==> src/verilog/tw_pkg.sv <==
// Constants shared by the trap and wakeup interrupt logic
package tw_pkg;
  localparam int          WAKE_W        = 8;
  localparam int          OPC_W         = 8;
  localparam int          PC_W          = 15;
  localparam int          SP_W          = 8;
  localparam int          VEC_W         = 8;
  localparam int          ADDR_W        = 5;
  localparam int          DATA_W        = 32;
  // Register byte offsets
  localparam logic [4:0]  OFF_CTRL      = 5'h00;
  localparam logic [4:0]  OFF_WAKE_EN   = 5'h04;
  localparam logic [4:0]  OFF_WAKE_EDGE = 5'h08;
  localparam logic [4:0]  OFF_WAKE_PEND = 5'h0C;
  localparam logic [4:0]  OFF_STATUS    = 5'h10;
  // Field positions
  localparam int          CTRL_GIE_BIT  = 0;
  localparam int          CTRL_WAKE_PORT_INT_ENABLE_BIT = 1;
  localparam int          STAT_REQ_BIT  = 0;
  localparam int          STAT_WAKE_BIT = 1;
  // Reset values
  localparam logic [7:0]  WAKE_RST      = 8'h00;
  localparam logic        BIT_RST       = 1'b0;
  // Opcode and address constants
  localparam logic [7:0]  OPC_TRAP      = 8'h00;
  localparam logic [7:0]  STACK_LIMIT   = 8'h6F;
  localparam logic [14:0] PC_TOP        = 15'h7FFF;
  localparam logic [7:0]  VEC_TRAP      = 8'hFE;
  localparam logic [7:0]  VEC_WAKE      = 8'hE2;
  localparam logic [7:0]  VEC_DEFAULT   = 8'hE0;
  localparam logic [31:0] DATA_ZERO     = 32'h0000_0000;
endpackage

==> src/verilog/tw_intc.sv <==
// Trap pending flag, priority, vectoring and wakeup port interrupt logic
// Notes on behaviour
// - Trap flag has no address, unreadable, unwritable
// - Reset clears the trap flag
// - Trap event sets the trap flag
// - Clear-pending instruction clears trap flag, unless a trap event comes in the same cycle
// - Trap opcode loaded into IR raises trap
// - Missing program memory fetches read as zero
// - Pop past stack limit loads top PC
// - Trap outranks all, acknowledged at once
// - Trap keeps GLOBAL_INT_ENABLE, blocks others, selects vector
// - Only another trap preempts a trap routine
// - Trap return address is the opcode address
// - Eight edge wakeup inputs, one vector
// - Per-pin enable gates each wakeup interrupt
// - Per-pin edge select picks rising or falling
// - Per-pin pending latches each trigger
// - Wake request needs port enable and GLOBAL_INT_ENABLE
// - Wake, port disabled: resume after sleep instruction
// - Wake, port enabled: run service routine first
// - Maskable never preempts routine; trap does
// - Return-from-interrupt sets GLOBAL_INT_ENABLE again
// - Vector select gives FE while trap active
//
// Implementation choices: the Avalon-MM interface to the registers and the register addresses.
`timescale 1ns/1ps
module tw_intc (
  // Clock and reset
  input  wire logic                       i_mclk,
  input  wire logic                       i_rst,
  // Avalon-MM slave
  input  wire logic [tw_pkg::ADDR_W-1:0]  i_avs_address,
  input  wire logic                       i_avs_read,
  input  wire logic                       i_avs_write,
  input  wire logic [tw_pkg::DATA_W-1:0]  i_avs_writedata,
  output logic      [tw_pkg::DATA_W-1:0]  o_avs_readdata,
  output logic                            o_avs_waitrequest,
  // Program memory fetch into the instruction register
  input  wire logic                       i_ir_load,
  input  wire logic [tw_pkg::OPC_W-1:0]   i_pmem_data,
  input  wire logic                       i_pmem_exists,
  input  wire logic [tw_pkg::PC_W-1:0]    i_fetch_pc,
  output logic      [tw_pkg::OPC_W-1:0]   o_ir_data,
  output logic                            o_trap,
  output logic      [tw_pkg::PC_W-1:0]    o_ret_addr,
  // Stack pop supervision
  input  wire logic                       i_pop,
  input  wire logic [tw_pkg::SP_W-1:0]    i_sp_next,
  output logic                            o_pc_force,
  output logic      [tw_pkg::PC_W-1:0]    o_pc_force_val,
  // Instruction sequencer
  input  wire logic                       i_clear_nmi_pending_instr,
  input  wire logic                       i_return_from_interrupt_instr,
  input  wire logic                       i_int_ack,
  input  wire logic                       i_vector_select_instr,
  input  wire logic                       i_other_req,
  input  wire logic [tw_pkg::VEC_W-1:0]   i_other_vec,
  output logic                            o_int_req,
  output logic      [tw_pkg::VEC_W-1:0]   o_vec_lo,
  // Wakeup port and low-power control
  input  wire logic [tw_pkg::WAKE_W-1:0]  i_wake_pin,
  input  wire logic                       i_lowpower,
  output logic                            o_wake,
  output logic                            o_wake_to_isr
);
  import tw_pkg::*;

  function automatic logic hit(input logic [ADDR_W-1:0] a, input logic [4:0] off);
    hit = (a[ADDR_W-1:2] == off[4:2]);
  endfunction

  // Bus handshake: every access answered after one wait cycle
  logic                 ack_r;
  logic [DATA_W-1:0]    rdata_r;
  wire                  bus_req  = i_avs_read | i_avs_write;
  wire                  wr_do    = i_avs_write & ack_r;
  wire                  rd_do    = i_avs_read & ~ack_r;
  wire                  wr_ctrl  = wr_do & hit(i_avs_address, OFF_CTRL);
  wire                  wr_en    = wr_do & hit(i_avs_address, OFF_WAKE_EN);
  wire                  wr_edge  = wr_do & hit(i_avs_address, OFF_WAKE_EDGE);
  wire                  wr_pend  = wr_do & hit(i_avs_address, OFF_WAKE_PEND);

  assign o_avs_waitrequest = bus_req & ~ack_r;
  assign o_avs_readdata    = rdata_r;

  always_ff @(posedge i_mclk) begin
    if (i_rst) ack_r <= BIT_RST;
    else       ack_r <= bus_req & ~ack_r;
  end

  // Control state
  logic                 trap_pending_flag_r;
  logic                 global_int_enable_r;
  logic                 wake_port_int_enable_r;
  logic [WAKE_W-1:0]    wake_int_enable_reg_r;
  logic [WAKE_W-1:0]    wake_edge_select_reg_r;
  logic [WAKE_W-1:0]    wake_pending_reg_r;

  // Missing locations fetch as zero, which decodes as the trap opcode
  wire  [OPC_W-1:0]     fetch_word = i_pmem_exists ? i_pmem_data : OPC_TRAP;
  wire                  trap_evt   = i_ir_load & (fetch_word == OPC_TRAP);

  // Trap flag lives only here; no bus path reaches it
  logic trap_pending_flag_nxt;
  assign trap_pending_flag_nxt = trap_evt ? 1'b1 :
                                 i_clear_nmi_pending_instr ? 1'b0 :
                                 trap_pending_flag_r;

  always_ff @(posedge i_mclk) begin
    if (i_rst) trap_pending_flag_r <= BIT_RST;
    else       trap_pending_flag_r <= trap_pending_flag_nxt;
  end

  // Fetch path and trap return address
  always_ff @(posedge i_mclk) begin
    if (i_rst) begin
      o_ir_data  <= OPC_TRAP;
      o_trap     <= BIT_RST;
      o_ret_addr <= '0;
    end else begin
      if (i_ir_load) o_ir_data <= fetch_word;
      o_trap <= trap_evt;
      if (trap_evt) o_ret_addr <= i_fetch_pc;
    end
  end

  // Stack underflow forces the top program address
  wire pop_over = i_pop & (i_sp_next > STACK_LIMIT);
  always_ff @(posedge i_mclk) begin
    if (i_rst) begin
      o_pc_force     <= BIT_RST;
      o_pc_force_val <= PC_TOP;
    end else begin
      o_pc_force     <= pop_over;
      o_pc_force_val <= PC_TOP;
    end
  end

  // Global enable: cleared on entry, set by return; trap leaves it alone
  wire gie_set = i_return_from_interrupt_instr;
  wire gie_clr = i_int_ack & ~trap_evt;
  logic global_int_enable_nxt;
  assign global_int_enable_nxt = gie_set ? 1'b1 :
                                 gie_clr ? 1'b0 :
                                 wr_ctrl ? i_avs_writedata[CTRL_GIE_BIT] :
                                 global_int_enable_r;

  always_ff @(posedge i_mclk) begin
    if (i_rst) begin
      global_int_enable_r    <= BIT_RST;
      wake_port_int_enable_r <= BIT_RST;
      wake_int_enable_reg_r  <= WAKE_RST;
      wake_edge_select_reg_r <= WAKE_RST;
    end else begin
      global_int_enable_r <= global_int_enable_nxt;
      if (wr_ctrl) wake_port_int_enable_r <= i_avs_writedata[CTRL_WAKE_PORT_INT_ENABLE_BIT];
      if (wr_en)   wake_int_enable_reg_r  <= i_avs_writedata[WAKE_W-1:0];
      if (wr_edge) wake_edge_select_reg_r <= i_avs_writedata[WAKE_W-1:0];
    end
  end

  // Wakeup pins: two-stage sync, then per-pin edge detect
  logic [WAKE_W-1:0] sync1_r;
  logic [WAKE_W-1:0] sync2_r;
  logic [WAKE_W-1:0] prev_r;
  wire  [WAKE_W-1:0] trig;
  wire  [WAKE_W-1:0] wake_pending_nxt;

  // No reset here: the stages track the pins through reset, so an idle-high
  // pin does not look like a rising edge once reset is released
  always_ff @(posedge i_mclk) begin
    sync1_r <= i_wake_pin;
    sync2_r <= sync1_r;
    prev_r  <= sync2_r;
  end

  genvar g;
  generate
    for (g = 0; g < WAKE_W; g++) begin : g_pin
      // Edge select 1 picks falling, 0 picks rising
      assign trig[g] = wake_edge_select_reg_r[g] ? (prev_r[g] & ~sync2_r[g])
                                                 : (~prev_r[g] & sync2_r[g]);
      // Set wins over a write-one clear in the same cycle
      assign wake_pending_nxt[g] = trig[g] |
                                   (wake_pending_reg_r[g] &
                                    ~(wr_pend & i_avs_writedata[g]));
    end
  endgenerate

  always_ff @(posedge i_mclk) begin
    if (i_rst) wake_pending_reg_r <= WAKE_RST;
    else       wake_pending_reg_r <= wake_pending_nxt;
  end

  // Request and arbitration
  wire wake_any = |(wake_pending_reg_r & wake_int_enable_reg_r);
  wire wake_req = wake_any & wake_port_int_enable_r & global_int_enable_r;
  wire mask_req = (wake_req | (i_other_req & global_int_enable_r));
  // Trap pending blocks every maskable request; GLOBAL_INT_ENABLE low blocks nesting
  assign o_int_req = mask_req & ~trap_pending_flag_r;

  wire [VEC_W-1:0] vec_sel = trap_pending_flag_r ? VEC_TRAP :
                             (i_other_req & global_int_enable_r) ? i_other_vec :
                             wake_req ? VEC_WAKE : VEC_DEFAULT;

  always_ff @(posedge i_mclk) begin
    if (i_rst) o_vec_lo <= VEC_DEFAULT;
    else if (i_vector_select_instr) o_vec_lo <= vec_sel;
  end

  // Wake from HALT or IDLE; with the port interrupt and GLOBAL_INT_ENABLE both on, service first
  always_ff @(posedge i_mclk) begin
    if (i_rst) begin
      o_wake        <= BIT_RST;
      o_wake_to_isr <= BIT_RST;
    end else begin
      o_wake        <= i_lowpower & wake_any;
      o_wake_to_isr <= i_lowpower & wake_any & wake_req;
    end
  end

  // Read data; unmapped addresses read zero
  logic [DATA_W-1:0] rd_mux;
  always_comb begin
    rd_mux = DATA_ZERO;
    if (hit(i_avs_address, OFF_CTRL)) begin
      rd_mux[CTRL_GIE_BIT]  = global_int_enable_r;
      rd_mux[CTRL_WAKE_PORT_INT_ENABLE_BIT] = wake_port_int_enable_r;
    end else if (hit(i_avs_address, OFF_WAKE_EN)) begin
      rd_mux[WAKE_W-1:0] = wake_int_enable_reg_r;
    end else if (hit(i_avs_address, OFF_WAKE_EDGE)) begin
      rd_mux[WAKE_W-1:0] = wake_edge_select_reg_r;
    end else if (hit(i_avs_address, OFF_WAKE_PEND)) begin
      rd_mux[WAKE_W-1:0] = wake_pending_reg_r;
    end else if (hit(i_avs_address, OFF_STATUS)) begin
      rd_mux[STAT_REQ_BIT]  = o_int_req;
      rd_mux[STAT_WAKE_BIT] = wake_any;
    end
  end

  always_ff @(posedge i_mclk) begin
    if (i_rst)      rdata_r <= DATA_ZERO;
    else if (rd_do) rdata_r <= rd_mux;
  end

  // Checks
  a_reset_clears_trap: assert property (@(posedge i_mclk)
    i_rst |=> !trap_pending_flag_r) else $error("trap flag not cleared by reset");
  a_trap_sets_flag: assert property (@(posedge i_mclk) disable iff (i_rst)
    trap_evt |=> trap_pending_flag_r) else $error("trap did not set flag");
  a_clear_instr: assert property (@(posedge i_mclk) disable iff (i_rst)
    (i_clear_nmi_pending_instr && !trap_evt) |=> !trap_pending_flag_r)
    else $error("clear instruction ignored");
  a_flag_only_cleared: assert property (@(posedge i_mclk) disable iff (i_rst)
    $fell(trap_pending_flag_r) |-> $past(i_clear_nmi_pending_instr))
    else $error("trap flag cleared by other cause");
  a_zero_fetch_traps: assert property (@(posedge i_mclk) disable iff (i_rst)
    (i_ir_load && !i_pmem_exists) |=> o_trap && o_ir_data == OPC_TRAP)
    else $error("missing location did not trap");
  a_ret_addr_kept: assert property (@(posedge i_mclk) disable iff (i_rst)
    trap_evt |=> o_ret_addr == $past(i_fetch_pc)) else $error("bad trap return address");
  a_pop_force_pc: assert property (@(posedge i_mclk) disable iff (i_rst)
    (i_pop && i_sp_next > STACK_LIMIT) |=> o_pc_force && o_pc_force_val == PC_TOP)
    else $error("stack underflow did not force pc");
  a_trap_blocks_req: assert property (@(posedge i_mclk) disable iff (i_rst)
    trap_pending_flag_r |-> !o_int_req) else $error("request while trap pending");
  a_trap_vector: assert property (@(posedge i_mclk) disable iff (i_rst)
    (i_vector_select_instr && trap_pending_flag_r) |=> o_vec_lo == VEC_TRAP)
    else $error("trap vector not selected");
  a_trap_keeps_gie: assert property (@(posedge i_mclk) disable iff (i_rst)
    (trap_evt && !gie_set && !wr_ctrl) |=> global_int_enable_r == $past(global_int_enable_r))
    else $error("trap changed global enable");
  a_return_from_interrupt_instr_sets_gie: assert property (@(posedge i_mclk) disable iff (i_rst)
    i_return_from_interrupt_instr |=> global_int_enable_r) else $error("return left enable low");
  a_wake_needs_gie: assert property (@(posedge i_mclk) disable iff (i_rst)
    (o_int_req && !i_other_req) |-> global_int_enable_r && wake_port_int_enable_r)
    else $error("wake request without enables");
  a_pend_sticky: assert property (@(posedge i_mclk) disable iff (i_rst)
    (|wake_pending_reg_r && !wr_pend) |=> (wake_pending_reg_r & $past(wake_pending_reg_r))
    == $past(wake_pending_reg_r)) else $error("wake pending dropped");
  a_trap_pulse: assert property (@(posedge i_mclk) disable iff (i_rst)
    trap_evt |=> o_trap) else $error("trap not taken at once");
  a_trap_opcode: assert property (@(posedge i_mclk) disable iff (i_rst)
    (i_ir_load && i_pmem_exists && i_pmem_data == OPC_TRAP)
    |=> o_trap && o_ir_data == OPC_TRAP) else $error("trap opcode did not trap");
  a_no_false_trap: assert property (@(posedge i_mclk) disable iff (i_rst)
    !i_ir_load |=> !o_trap) else $error("trap without a fetch");
  a_ret_addr_hold: assert property (@(posedge i_mclk) disable iff (i_rst)
    !trap_evt |=> $stable(o_ret_addr)) else $error("return address moved without trap");
  a_ack_clears_gie: assert property (@(posedge i_mclk) disable iff (i_rst)
    (i_int_ack && !trap_evt && !gie_set) |=> !global_int_enable_r)
    else $error("maskable entry left global enable set");
  a_gie_blocks_req: assert property (@(posedge i_mclk) disable iff (i_rst)
    !global_int_enable_r |-> !o_int_req) else $error("request while global enable low");
  a_vec_held: assert property (@(posedge i_mclk) disable iff (i_rst)
    !i_vector_select_instr |=> $stable(o_vec_lo)) else $error("vector moved without select");
  a_pop_no_force: assert property (@(posedge i_mclk) disable iff (i_rst)
    !i_pop |=> !o_pc_force) else $error("pc forced without a pop");

  // Wake port checks
  a_rise_latches: assert property (@(posedge i_mclk) disable iff (i_rst)
    ($rose(sync2_r[0]) && !wake_edge_select_reg_r[0]) |=> wake_pending_reg_r[0])
    else $error("rising edge on wake pin 0 not latched");
  a_fall_latches: assert property (@(posedge i_mclk) disable iff (i_rst)
    ($fell(sync2_r[1]) && wake_edge_select_reg_r[1]) |=> wake_pending_reg_r[1])
    else $error("falling edge on wake pin 1 not latched");
  a_rise_only: assert property (@(posedge i_mclk) disable iff (i_rst)
    (!wake_pending_reg_r[0] && !$rose(sync2_r[0]) && !wake_edge_select_reg_r[0])
    |=> !wake_pending_reg_r[0]) else $error("wake pin 0 latched without rising edge");
  a_pend_clear: assert property (@(posedge i_mclk) disable iff (i_rst)
    (wr_pend && i_avs_writedata[0] && !trig[0]) |=> !wake_pending_reg_r[0])
    else $error("write-one did not clear wake pending");
  a_en_gates_wake: assert property (@(posedge i_mclk) disable iff (i_rst)
    (wake_int_enable_reg_r == WAKE_RST) |=> !o_wake) else $error("wake with no pin enabled");
  a_en_gates_req: assert property (@(posedge i_mclk) disable iff (i_rst)
    (wake_int_enable_reg_r == WAKE_RST && !i_other_req) |-> !o_int_req)
    else $error("wake request with no pin enabled");
  a_isr_needs_en: assert property (@(posedge i_mclk) disable iff (i_rst)
    o_wake_to_isr |-> o_wake && $past(global_int_enable_r && wake_port_int_enable_r))
    else $error("service wakeup without enables");
  a_isr_wake: assert property (@(posedge i_mclk) disable iff (i_rst)
    (i_lowpower && wake_any && wake_req) |=> o_wake_to_isr)
    else $error("enabled port did not wake into service routine");
  a_plain_wake: assert property (@(posedge i_mclk) disable iff (i_rst)
    (i_lowpower && !(global_int_enable_r && wake_port_int_enable_r)) |=> !o_wake_to_isr)
    else $error("disabled port sent wakeup to service routine");
  a_no_wake_awake: assert property (@(posedge i_mclk) disable iff (i_rst)
    !i_lowpower |=> !o_wake) else $error("wake while not in low power");
  a_wake_vector: assert property (@(posedge i_mclk) disable iff (i_rst)
    (i_vector_select_instr && !trap_pending_flag_r && wake_req &&
     !(i_other_req && global_int_enable_r)) |=> o_vec_lo == VEC_WAKE)
    else $error("wake vector not selected");

  // Bus handshake check
  a_bus_wait_one: assert property (@(posedge i_mclk) disable iff (i_rst)
    ($rose(bus_req)) |-> o_avs_waitrequest ##1 !o_avs_waitrequest)
    else $error("bus answer not after one wait");

  c_trap_taken: cover property (@(posedge i_mclk) disable iff (i_rst)
    trap_evt ##[1:20] i_clear_nmi_pending_instr);
  c_trap_over_mask: cover property (@(posedge i_mclk) disable iff (i_rst)
    i_int_ack ##[1:20] trap_evt);
  c_wake_isr: cover property (@(posedge i_mclk) disable iff (i_rst) o_wake_to_isr);
  c_wake_plain: cover property (@(posedge i_mclk) disable iff (i_rst) o_wake && !o_wake_to_isr);
  c_pop_over: cover property (@(posedge i_mclk) disable iff (i_rst) o_pc_force);

endmodule // tw_intc

==> config.mk <==
export PLATFORM = sky130hd
export DESIGN_NAME = tw_intc
export DESIGN_NICKNAME = d
export VERILOG_FILES = /design/src/verilog/tw_pkg.sv /design/src/verilog/tw_intc.sv
export SDC_FILE = /design/constraint.sdc
export NUM_CORES = 1
export LEC_CHECK = 0
export ABC_AREA = 1
export ABC_CLOCK_PERIOD_IN_PS = 1400
export BUFFER_PORTS_ARGS = -buffer_cell sky130_fd_sc_hd__buf_2
export CORE_MARGIN = 4
export CORE_UTILIZATION = 25
export CTS_CLUSTER_SIZE = 10
export DETAILED_ROUTE_END_ITERATION = 6
export SYNTH_ARGS = -nofsm -noshare
export SYNTH_HDL_FRONTEND = slang
export SYNTH_SLANG_ARGS = --single-unit
==> constraint.sdc <==
create_clock -name i_mclk -period 1.4 [get_ports i_mclk]
set_input_delay 0.42 -clock i_mclk [delete_from_list [all_inputs] [get_ports i_mclk]]
set_output_delay 0.42 -clock i_mclk [all_outputs]
set_load 0.02 [all_outputs]
* Yosys cells after proc, flatten, opt, wreduce, memory -nomap -nowiden
Index checks and enable logic that the tools add are counted.
Word-level totals: output and inout port bits 84, register bits 95, logic and storage cells 138, input port bits 97
Operators by class: muxes and demuxes 24, bitwise logic cells 86, reduce and logical (&&, ||, !) cells 5, equality and inequality tests 4, $lt $le $gt $ge 1
Operators by type and width (count):
- bitwise AND 1 bit | 48
- 2-to-1 mux 8 bit | 5
- NOT 1 bit | 27
- 2-to-1 mux 1 bit | 13
- 2-to-1 mux 6 bit | 2
- OR 1 bit | 10
- bitwise AND 8 bit | 1
- greater-than comparator 8 x 7 -> 1 bit, second input constant | 1
- logical NOT 8 bit | 1
- 2-to-1 mux 2 bit | 4
- OR reduction 8 bit | 1
- == test 3 x 2 -> 1 bit, second input constant | 2
- == test 3 x 1 -> 1 bit, second input constant | 1
- == test 3 bit, second input constant | 1
- logical NOT 3 bit | 1
- nonzero test 3 bit | 1
- nonzero test 2 bit | 1

* Depth between registers and ports, before layout
word-level depth 11, depth in mapped cells 10, gate-level depth less buffers 10

* Worst setup path before layout
No wires, ideal clock.
path kind register to output, from reg wake_pending_reg_r[5], to out o_int_req, slack 2 ps, buffers on the path 0, arrival 978 ps, stages on the path, launching flop included 7, required time 980 ps, path through dfxtp_1 -> nand2_1 -> nand2_1 -> nor2_1 -> nand2_1 -> nand2_1 -> a21oi_1
On the way: word-level cells in the longest chain between the ends 6
RTL lines:
- start, declared | RTL line tw_intc.sv:97 | logic [WAKE_W-1:0] wake_pending_reg_r;
- start signal, assigned | RTL line tw_intc.sv:192 | else wake_pending_reg_r <= wake_pending_nxt;
- bitwise AND 8 bit | RTL line tw_intc.sv:196 | wire wake_any = |(wake_pending_reg_r & wake_int_enable_reg_r);
- OR reduction 8 bit | RTL line tw_intc.sv:196
- bitwise AND 1 bit (2 in series) | RTL line tw_intc.sv:197 | wire wake_req = wake_any & wake_port_int_enable_r & global_int_enable_r;
- OR 1 bit | RTL line tw_intc.sv:198 | wire mask_req = (wake_req | (i_other_req & global_int_enable_r));
- bitwise AND 1 bit | RTL line tw_intc.sv:200 | assign o_int_req = mask_req & ~trap_pending_flag_r;
- end, declared | RTL line tw_intc.sv:58 | output logic o_int_req,
Every way passes these cells.

* Worst setup path after layout
from reg wake_int_enable_reg_r[5], to out o_int_req
On the way: word-level cells in the longest chain between the ends 6
RTL lines:
- start, declared | RTL line tw_intc.sv:95 | logic [WAKE_W-1:0] wake_int_enable_reg_r;
- start signal, assigned | RTL line tw_intc.sv:157 | if (wr_en) wake_int_enable_reg_r <= i_avs_writedata[WAKE_W-1:0];
- bitwise AND 8 bit | RTL line tw_intc.sv:196
- OR reduction 8 bit | RTL line tw_intc.sv:196
- bitwise AND 1 bit (2 in series) | RTL line tw_intc.sv:197
- OR 1 bit | RTL line tw_intc.sv:198
- bitwise AND 1 bit | RTL line tw_intc.sv:200
Every way passes these cells.

==> qor.csv <==
metric;value;unit
drive_gt1_share;36.7;%
min_path_cells;1;
post_drt_via_cell_ratio;4.06;
setup_viol;2;
cts.sinks;95;
setup_slack;-269;ps
grt_pass1_vias;3087;
layout_common_cells;buf_2, dfxtp_1, nand2_1;
ys_seq_area_share;49.1;%
root_buffer;clkbuf_16;
pin_count;181;
clockBufferDepth;2;
path_class;reg2out;
n_antenna_cell;0;
arrival;1250;ps
violations;setup timing;
grt_max_degree;25;
path_cells;nand2_2 -> nand2_2 -> nor2_2 -> nand2_2 -> nand2_2 -> a21oi_2 -> buf_6;
rrSetupSlack;-70;ps
design_area;5230;um^2
worst_clock_skew;2.43;ps
cp-start-kind;register;
dieHeight;132;um
avgSynthCellArea;8.07;um^2
dp_hpwl;7270;um
drc;0;
dp_slack;-89.7;ps
holdWs;178;ps
ant_nets;0;
power_density;1170;nW/um^2
cts_made_buffers;9;
htree_num_levels;3;
cp_data_required_time;980;ps
grt_pass1_wl;15500;um
endpoint_kind;primary output;
hold_end;sync1_r[4];
ys_types;32;
die_w;132;um
finalHoldViolations;0;
core;15200;um^2
nets;735;
final_max_slew_viol_count;0;
p_leak;2.50;nW
clock.fmax;0.599;GHz
vias;3378;
r2r_end;o_avs_readdata[0];
holdCritPathClass;in2reg;
outcome;complete, but fails checks;
max-cap-violations;0;
area_delta_synth_final;34.9;%
synthCells;480;
overflow;0;
grt_usage;11.1;%
cpPeakStageDelay;340;ps
critPathSlowestCell;dfxtp_2;
port_buffers;111;
rsz0062_at_grt;true;
netlist_area;3870;um^2
routedWlPerCell;11.7;um
reg2regPathDepth;13;
gp_congestion;0.750;
utilization;34.4;%
holdBufCountCts;0;
drt-total-wl;9740;um
finalCritPeriodShare;119;%
crit_top_cell;nand2_2;
clkTransAtPathRegs;60;ps
yosys_warnings;0;
crit_start;wake_int_enable_reg_r[5];
drtPass1Iterations;4;
cts_tree;built;
die_area;17600;um^2
synth-seq-cells;95;
start_util;25.5;%
placed_area;4820;um^2
drtIter0Drc;89;
cp_max_fo;2;
ir_drop;0.573;mV
fin_crit;1670;ps
num_rows;45;
regToRegStartpoint;wake_int_enable_reg_r[5];
layout_commonest_cell;buf_2;
insertion_delay;340;ps
antenna_found_initial;1;
hold_start;i_wake_pin[4];
==> synthesized netlist by cell type <==
master      n  share of area [%]
dfxtp_1    95                 49
nand2_1    85                8.2
nor2_1     56                5.4
buf_4      39                7.6
inv_1      37                3.6
a21oi_1    31                4.0
o21ai_0    28                3.6
o21ai_1    19                2.5
nand3_1    17                2.2
a31oi_1     8                1.3
clkbuf_1    6               0.58
nand3_2     6                1.6
buf_6       5                1.5
nand2_2     5               0.81
nor2_2      5               0.81
inv_2       4               0.39
nor3_1      4               0.52
o211ai_1    4               0.78
buf_2       3               0.39
nand3b_1    3               0.58
nor2_4      3               0.87
o32ai_1     3               0.68
a21oi_2     2               0.45
conb_1      2               0.19
nand4_1     2               0.32
o21ai_2     2               0.45
and3_4      1               0.29
buf_12      1               0.52
inv_6       1               0.23
nand2_4     1               0.29
o2111ai_1   1               0.23
or2_2       1               0.16
==> flip-flops by register name, indices dropped and copies added (netlist names), 8 cells and up <==
register,count
wake_pending_reg_r,8
o_vec_lo,8
sync1_r,8
wake_int_enable_reg_r,8
o_avs_readdata,8
wake_edge_select_reg_r,8
o_ret_addr,15
o_ir_data,8
prev_r,8
sync2_r,8
==> cells by family after synthesis <==
family | synth area share, %
simple gates | 22.1
compound gates | 14.0
buf+inv | 14.7
flops | 49.1
other cells | 0.194
==> layer usage <==
layer / track usage, % / share of wire, % / vias up
met3: 3.80 / 6.4 / 14
met5: 0 / 0.072 / -
li1: - / - / 1786
met2: 17.2 / 46 / 88
met1: 14.3 / 46 / 1488
met4: 3.81 / 1.4 / 2
==> worst max-delay path: cells and delay by family (launching register included) <==
kind | cells | cell delay [ps]
and+or+nand+nor | 5 | 300
buffers and inverters | 1 | 130
DFF | 1 | 340
AOI/OAI and AO/OA | 1 | 130
==> per-stage QoR <==
stage | std cells | total power, mW | TNS (ps)
after floorplan | 517 | 3.41 | 0
after global placement | 812 | 3.64 | -929
after detailed placement | 812 | 3.65 | -1460
after CTS | 831 | 6.25 | -456
after global routing | 831 | 6.42 | -694
final | 831 | 6.13 | -342
==> cell type report <==
| cell class | instances | area (um^2) |
|---|---|---|
| Multi-Input combinational cell | 326 | 1580 |
| Sequential cell | 95 | 1920 |
| Fill cell | 1633 | 9970 |
| Inverter | 42 | 163 |
| Clock inverter | 3 | 40.0 |
| Clock buffer | 13 | 270 |
| Timing Repair Buffer | 164 | 1020 |
| Tap cell | 188 | 235 |
==> how the worst max path moves through the flow <==
stage                               end  cells after the start
detailed placement  global_int_enable_r                      7
global route                  o_int_req                      7
CTS                           o_int_req                      7
finish                        o_int_req                      7
floorplan                     o_int_req                      6
global placement    global_int_enable_r                      7
==> power breakdown <==
group | total (mW) | internal [mW] | switching [mW]
Sequential | 2.87 | 2.82 | 0.0536
Clock | 2.53 | 1.53 | 1.01
Combinational | 0.722 | 0.284 | 0.438
Total | 6.13 | 4.63 | 1.50
==> timing repair <==
action / in CTS / in global routing
gates resized for setup: 13 / 20
pin swaps: 5 / 9
buffers inserted: 3 / 1
setup endpoints to repair: 2 / 5
Note: power is estimated with default switching activity, not from simulation.
